<file path="config.mk">
export PLATFORM = sky130hd
export DESIGN_NAME = acc_control
export DESIGN_NICKNAME = d
export VERILOG_FILES = /design/src/common/acc_pkg.sv /design/src/acc_control.sv
export VERILOG_INCLUDE_DIRS = /design/src /design/src/common
export SDC_FILE = /design/constraint.sdc
export NUM_CORES = 1
export LEC_CHECK = 0
export CAP_MARGIN = 20
export CORE_UTILIZATION = 55
export CTS_BUF_LIST = sky130_fd_sc_hd__clkbuf_8 sky130_fd_sc_hd__clkbuf_16
export DETAILED_ROUTE_END_ITERATION = 8
export DONT_BUFFER_PORTS = 1
export GPL_ROUTABILITY_DRIVEN = 0
export PLACE_DENSITY = 0.71
export SYNTH_ARGS = -nofsm -noshare
export SYNTH_HDL_FRONTEND = slang
export SYNTH_SLANG_ARGS = --single-unit
</file>
<file path="constraint.sdc">
create_clock -name clk_in -period 3.9 [get_ports clk_in]
set_clock_uncertainty 0.05 [all_clocks]
set_input_delay 0.585 -clock clk_in [delete_from_list [all_inputs] [get_ports clk_in]]
set_output_delay 0.585 -clock clk_in [all_outputs]
set_load 0.02 [all_outputs]
</file>
<file path="src/common/acc_consts.svh">
// timing counts and field codes for the converter control block
// assumes inclusion by bare name from package and design files
`ifndef ACC_CONSTS_SVH
`define ACC_CONSTS_SVH
`define ACC_CLK_MHZ 250
`define ACC_CONV_NS 1000
`define ACC_CONV_CYC ((`ACC_CONV_NS * `ACC_CLK_MHZ + 999) / 1000)
`define ACC_CONV_RAC_NS 1200
`define ACC_CONV_RAC_CYC ((`ACC_CONV_RAC_NS * `ACC_CLK_MHZ + 999) / 1000)
`define ACC_RANGE_U5 2'h0
`define ACC_RANGE_U10 2'h1
`define ACC_RANGE_B5 2'h2
`define ACC_RANGE_B10 2'h3
`define ACC_CFG_RESET 8'h00
`define ACC_CFG_SPAN_BIT 0
`define ACC_CFG_SIGNED_BIT 1
`endif

</file>
<file path="src/common/acc_pkg.sv">
// types shared by the converter control block
// assumes acc_consts.svh on the include path
package acc_pkg;
`include "acc_consts.svh"
   typedef enum logic [1:0] {
      ACC_IDLE = 2'b00,
      ACC_CONV = 2'b01,
      ACC_LOAD = 2'b11
   } acc_state_t;
   typedef struct packed {
      logic signed_sel;
      logic span_sel;
   } acc_range_pins_t;
   typedef struct packed {
      logic serial_parallel_select;
      logic clock_source_select;
      logic read_during_convert_select;
      logic config_source_select;
   } acc_mode_t;
endpackage : acc_pkg

</file>
<file path="src/acc_control.sv">
// control logic of a successive-approximation converter facing a host
// assumes pins arrive asynchronously and result data comes from the core
//
// Summary of operation
// busy rises at conversion start, falls after result loaded to shift register
// busy falling edge outside reset marks a fresh result for the host unless a read error pulses with it
// serial master read-after-convert uses a different busy duration
// signed and span selects decode into four input ranges
// result outputs driven only while chip select and read both low
// slave serial clock accepted only while chip select low
// reset high aborts any conversion without a result
// reset falling edge zeros result outputs and config register
// power-down lets current conversion finish then refuses new starts
// host interface stays alive during power-down
// start falling edge puts sampler in hold and begins conversion
// unfinished slave read at conversion end drops data, pulses read error
// software config source in serial mode takes range from config register
// start edges while busy are ignored
`timescale 1ns/1ps
`include "acc_consts.svh"
module acc_control
   import acc_pkg::*;
#(
   parameter int DATA_W = 14,
   parameter int CONV_CYC = `ACC_CONV_CYC,
   parameter int CONV_RAC_CYC = `ACC_CONV_RAC_CYC
) (
   // clock, reset, enable
   input wire logic clk_in,
   input wire logic reset_in,
   input wire logic clk_en_in,
   // host pins
   input wire logic convert_start_n_in,
   input wire logic cs_n_in,
   input wire logic rd_n_in,
   input wire logic power_down_request_in,
   input wire logic ext_data_clk_in,
   input wire logic read_done_in,
   input wire acc_range_pins_t range_pins_in,
   input wire acc_mode_t mode_in,
   // software configuration register contents
   input wire logic [7:0] sw_config_in,
   input wire logic sw_config_we_in,
   // converter core result
   input wire logic [DATA_W-1:0] core_result_in,
   // outputs
   output logic busy_out,
   output logic hold_out,
   output logic low_power_out,
   output logic [1:0] range_out,
   output logic [DATA_W-1:0] data_out,
   output logic data_oe_out,
   output logic data_clk_gated_out,
   output logic read_error_flag_out,
   output logic [7:0] config_reg_out
);

   localparam int CNT_W = $clog2(CONV_RAC_CYC + CONV_CYC + 1);

   function automatic logic [1:0] range_decode(input logic signed_sel, input logic span_sel);
      range_decode = {signed_sel, span_sel};
   endfunction : range_decode

   ////////////////////////////////////////////////////////////////////////////
   // pin synchronisers
   logic [5:0] s1_reg, s2_reg;
   logic [5:0] s1_next, s2_next;
   always_comb begin
      s1_next = {ext_data_clk_in, read_done_in, power_down_request_in,
                 rd_n_in, cs_n_in, convert_start_n_in};
      s2_next = s1_reg;
   end
   always_ff @(posedge clk_in) begin
      if (reset_in) begin
         s1_reg <= 6'h3f;
         s2_reg <= 6'h3f;
      end else if (clk_en_in) begin
         s1_reg <= s1_next;
         s2_reg <= s2_next;
      end
   end
   logic cnv_n_s, cs_n_s, rd_n_s, pd_s, rdone_s, eclk_s;
   assign cnv_n_s = s2_reg[0];
   assign cs_n_s = s2_reg[1];
   assign rd_n_s = s2_reg[2];
   assign pd_s = s2_reg[3];
   assign rdone_s = s2_reg[4];
   assign eclk_s = s2_reg[5];

   ////////////////////////////////////////////////////////////////////////////
   // conversion sequencer
   acc_state_t state_reg, state_next;
   logic [CNT_W-1:0] cnt_reg, cnt_next;
   logic cnv_prev_reg, cnv_prev_next;
   logic rst_prev_reg, rst_prev_next;
   logic [DATA_W-1:0] data_reg, data_next;
   logic [7:0] cfg_reg, cfg_next;
   logic rd_active_reg, rd_active_next;
   logic rderr_reg, rderr_next;
   logic start_edge, master_rac, slave_mode;

   assign start_edge = cnv_prev_reg & ~cnv_n_s;
   assign master_rac = mode_in.serial_parallel_select & ~mode_in.clock_source_select
                       & ~mode_in.read_during_convert_select;
   assign slave_mode = mode_in.serial_parallel_select & mode_in.clock_source_select;

   always_comb begin
      state_next = state_reg;
      cnt_next = cnt_reg;
      cnv_prev_next = cnv_n_s;
      rst_prev_next = 1'b0;
      data_next = data_reg;
      cfg_next = cfg_reg;
      rd_active_next = rd_active_reg;
      rderr_next = 1'b0;
      if (sw_config_we_in) begin
         cfg_next = sw_config_in;
      end
      if (slave_mode && !cs_n_s && !rd_n_s) begin
         rd_active_next = 1'b1;
      end
      if (rdone_s) begin
         rd_active_next = 1'b0;
      end
      case (state_reg)
         ACC_IDLE: begin
            // see R9
            if (start_edge && !pd_s) begin
               state_next = ACC_CONV;
               cnt_next = master_rac ? CNT_W'(CONV_RAC_CYC - 1)
                                     : CNT_W'(CONV_CYC - 1);
            end
         end
         ACC_CONV: begin
            if (cnt_reg == '0) begin
               state_next = ACC_LOAD;
            end else begin
               cnt_next = cnt_reg - CNT_W'(1);
            end
         end
         ACC_LOAD: begin
            state_next = ACC_IDLE;
            if (slave_mode && rd_active_reg) begin
               rderr_next = 1'b1;
               rd_active_next = 1'b0;
            end else begin
               data_next = core_result_in;
            end
         end
         default: begin
            state_next = ACC_IDLE;
         end
      endcase
   end

   always_ff @(posedge clk_in) begin
      if (reset_in) begin

         state_reg <= ACC_IDLE;
         cnt_reg <= '0;
         cnv_prev_reg <= 1'b1;
         rst_prev_reg <= 1'b1;
         rd_active_reg <= 1'b0;
         rderr_reg <= 1'b0;
         data_reg <= data_reg;
         cfg_reg <= cfg_reg;
      end else if (clk_en_in) begin
         state_reg <= state_next;
         cnt_reg <= cnt_next;
         cnv_prev_reg <= cnv_prev_next;
         rst_prev_reg <= rst_prev_next;
         rd_active_reg <= rd_active_next;
         rderr_reg <= rderr_next;

         data_reg <= rst_prev_reg ? '0 : data_next;
         cfg_reg <= rst_prev_reg ? `ACC_CFG_RESET : cfg_next;
      end
   end

   ////////////////////////////////////////////////////////////////////////////
   // outputs
   logic [1:0] range_sel;
   always_comb begin

      if (mode_in.serial_parallel_select && !mode_in.config_source_select) begin
         range_sel = range_decode(cfg_reg[`ACC_CFG_SIGNED_BIT], cfg_reg[`ACC_CFG_SPAN_BIT]);
      end else begin
         range_sel = range_decode(range_pins_in.signed_sel, range_pins_in.span_sel);
      end
   end

   assign busy_out = (state_reg != ACC_IDLE); // see R1
   assign hold_out = (state_reg != ACC_IDLE);
   assign low_power_out = pd_s & (state_reg == ACC_IDLE);
   assign range_out = range_sel;
   assign data_out = data_reg;
   assign data_oe_out = ~cs_n_s & ~rd_n_s;
   assign data_clk_gated_out = slave_mode & ~cs_n_s & eclk_s;
   assign read_error_flag_out = rderr_reg;
   assign config_reg_out = cfg_reg;

endmodule : acc_control

</file>
==> flow_summary.toml <==
[outcome]
status = "completed"

[global_route]
grt_pass1_wl_um = 7038
gr-total-overflow = 0
grt_use_total_pct = 22.58
grt_max_degree = 26
grt_pass1_vias = 1424
antenna_found_initial = 0

[die]
die_height_um = 64.90
ios = 68
num_rows = 22
die_w_um = 64.90
initial_utilization_pct = 58.55
core-area_um2 = 3716
die_area_um2 = 4211

[clocking]
postCtsSetupRepairBufs = 0
clk_latency_ns = 0.31
htree_levels = 2
clockRootBuffer = "clkbuf_8"
cts_tree = "done"
ctsResizeCount = 0
cts-hold-fix-buffers = 0
clk_path_buf_depth = 2
cts.sinks = 50
numCtsBuffers = 5
cts.clk_slew.worst_paths_ns = 0.09

[setup_path]
crit_chain = "inv_1, ha_1, or3b_2, nor4_2, nor3_1, a211oi_1"
cpPeakStageDelay_ns = 0.74
r2r_slack_ns = 1.48
crit_family = "simple AND/OR/NAND/NOR gates"
worstPathArrival_ns = 2.58
setup.worst_path.end = "cnt_reg[0]"
crit_path_start = "cnt_reg[0]"
r2r_cells = 6
cp.required_ns = 4.07
path_max_fanout = 9
crit_slowest_cell = "nor4_2"
cp.depth = 6
crit_path_end_kind = "flip-flop"
setup.worst_path.start_class = "flip-flop"
r2r_end = "cnt_reg[0]"
critPathBufInv = 1
critical_path_class = "flip-flop to flip-flop"
reg2reg_from = "cnt_reg[0]"

[timing]
setup_viol = 0
finalSetupTns_ns = 0
relSlewSlack_pct = 46.23
fin_crit_sh_pct = 61.93
hold_violations = 0
period_minus_slack_ns = 2.415
worstMarginPinSlew_ns = 0.7999
rsz0062_at_grt = "no"
slew_violations = 0
fmax_ghz = 0.4140

[logic_synthesis]
syn-instance-count = 202
syn-num-nets = 241
yosysSeqAreaShare_pct = 56.12
synth_area_um2 = 2176
yosysUniqueCellTypes = 48
yosysTopAreaCell = "edfxtp_1"
synth_flop_cell = "dfxtp_1"
yosys_warnings = 0
synth_edf_count = 22
synthDominantCellAreaShare_pct = 30.36
synth-seq-cells = 50
ys_top_cells_by_area = "edfxtp_1, dfxtp_1, nor2b_1, mux2i_1, nand2_1"
postSynth.asyncResetShare_pct = 0
avgSynthCellArea_um2 = 10.77

[power_and_ir_drop]
ir_worst_vdd_mv = 0.2643
switching_share_pct = 23.28
p_int_w = 0.0007327
p_clk_share_pct = 32.7
p_leak_nw = 0.8101
pwr-share-seq_pct = 61.9
p_per_area_nw_per_um2 = 418.7
p_switching_w = 0.0002223
comb_power_share_pct = 5.3

[drt]
drc = 0
wl_per_cell_um = 17.18
vias = 1543
first_pass_iters = 4
drtAntennaViolNets = 0
via_per_inst = 6.247
wl_um = 4244
drtIter0Drc = 126

[finish]
largest_reg_flops = 14
drive_gt1_share_pct = 8.543
layoutNonFillerInstCount = 247
nFillCells = 321
syn_to_final_growth_pct = 4.830
fin_nets = 237
num_antenna_cells = 0

[place]
numPortBuffers = 0
place.detailed.hpwl_um = 3039
dp.cells = 238

[run]
drv_cap = 0

[min_path]
hold_path_class = "input port to flip-flop"
## synthesized netlist by cell type, drive strengths merged, types with 3 or more instances
| cell | n |
|---|---|
| edfxtp | 22 |
| o211ai | 3 |
| or4 | 4 |
| nand3 | 3 |
| buf | 5 |
| nand2 | 15 |
| nor2 | 12 |
| nor3 | 5 |
| dfxtp | 28 |
| nand2b | 3 |
| a21oi | 7 |
| o21a | 3 |
| clkbuf | 7 |
| nor2b | 26 |
| inv | 8 |
| o21ai | 5 |
| a31oi | 6 |
| mux2i | 10 |
## worst register-to-register path: cells and delay by family, from the launching register on
family / cells / cell delay [ns]
simple gates: 3 / 1.41
fa+ha+maj: 1 / 0.18
flops: 1 / 0.34
buf+inv: 1 / 0.08
compound gates: 1 / 0.27
## power groups by stage
stage | Sequential (W) | Clock [W] | Combinational, W
global placement | 0.000602 | 0 | 0.0000475
finish | 0.000591 | 0.000313 | 0.0000510
detailed placement | 0.000604 | 0 | 0.0000504
CTS | 0.000592 | 0.000315 | 0.0000506
global route | 0.000594 | 0.000334 | 0.0000574
floorplan | 0.000597 | 0 | 0.0000516
## layer usage
layer	part of all wire (%)	global-route usage (%)	vias to the layer above
li1	-	-	719
met4	1.4	9.722	0
met1	41	28.77	740
met2	49	35.29	78
met3	8.6	6.866	6
met5	0	0	-
## layout make-up
type | count | area, µm² | share of cell area [%]
clock buffer | 6 | 82.58 | 3.620
clock inverter | 2 | 12.51 | 0.5485
inverter | 8 | 30.03 | 1.317
multi-input combinational | 132 | 867.1 | 38.01
sequential | 50 | 1221 | 53.54
tap | 48 | 60.06 | 2.633
timing repair buffer | 1 | 7.507 | 0.3291
## kinds of logic after synthesis
| family | share of synthesized area [%] |
|---|---|
| fa+ha+maj | 0.5750 |
| mux | 5.636 |
| flops | 56.12 |
| simple gates | 20.30 |
| buf+inv | 4.026 |
| compound gates | 13.34 |
## stage by stage
step / worst slack, ns / instance area (µm²) / power (W) / hold slack, ns / util, %
finish: 1.485 / 2281 / 0.0009550 / 0.2834 / 61.38
CTS: 1.525 / 2273 / 0.0009573 / 0.2719 / 61.18
global placement: 1.659 / 2178 / 0.0006499 / 0.3932 / 58.62
floorplan: 1.374 / 2176 / 0.0006485 / 0.3784 / -
detailed placement: 1.534 / 2178 / 0.0006543 / 0.4074 / 58.62
global route: 1.274 / 2281 / 0.0009852 / 0.2694 / 61.38
## worst min path at each step
stage / start / end / slack [ns] / cells past startpoint
2_1_floorplan: s2_reg[4] / rd_active_reg / 0.38 / 1
3_3_place_gp: s1_reg[2] / s2_reg[2] / 0.39 / 1
3_5_place_dp: s1_reg[2] / s2_reg[2] / 0.41 / 1
4_1_cts: reset_in / cnt_reg[7] / 0.27 / 1
5_1_grt: reset_in / cnt_reg[7] / 0.27 / 1
6_report: reset_in / cnt_reg[7] / 0.28 / 1
## cells in the final DEF (no fill, tap or decap), types with 2 or more instances in the layout
master / synthesis / final
clkbuf_8: 0 / 6
nor3_1: 5 / 5
a31oi_1: 6 / 6
o21ai_0: 4 / 4
nand3_1: 3 / 3
nand2b_1: 3 / 3
dfxtp_1: 28 / 28
and4_1: 2 / 2
a211o_1: 2 / 2
nand2_1: 15 / 15
nor2_1: 12 / 12
o21a_1: 3 / 3
o211ai_1: 3 / 3
o31ai_1: 2 / 2
nor2b_1: 26 / 26
nor3b_1: 2 / 2
or4_1: 3 / 3
mux2_2: 2 / 2
mux2i_1: 10 / 10
a21oi_1: 6 / 6
a211oi_1: 2 / 2
edfxtp_1: 22 / 22
inv_1: 8 / 8
Power figures use the tool's default switching activity.
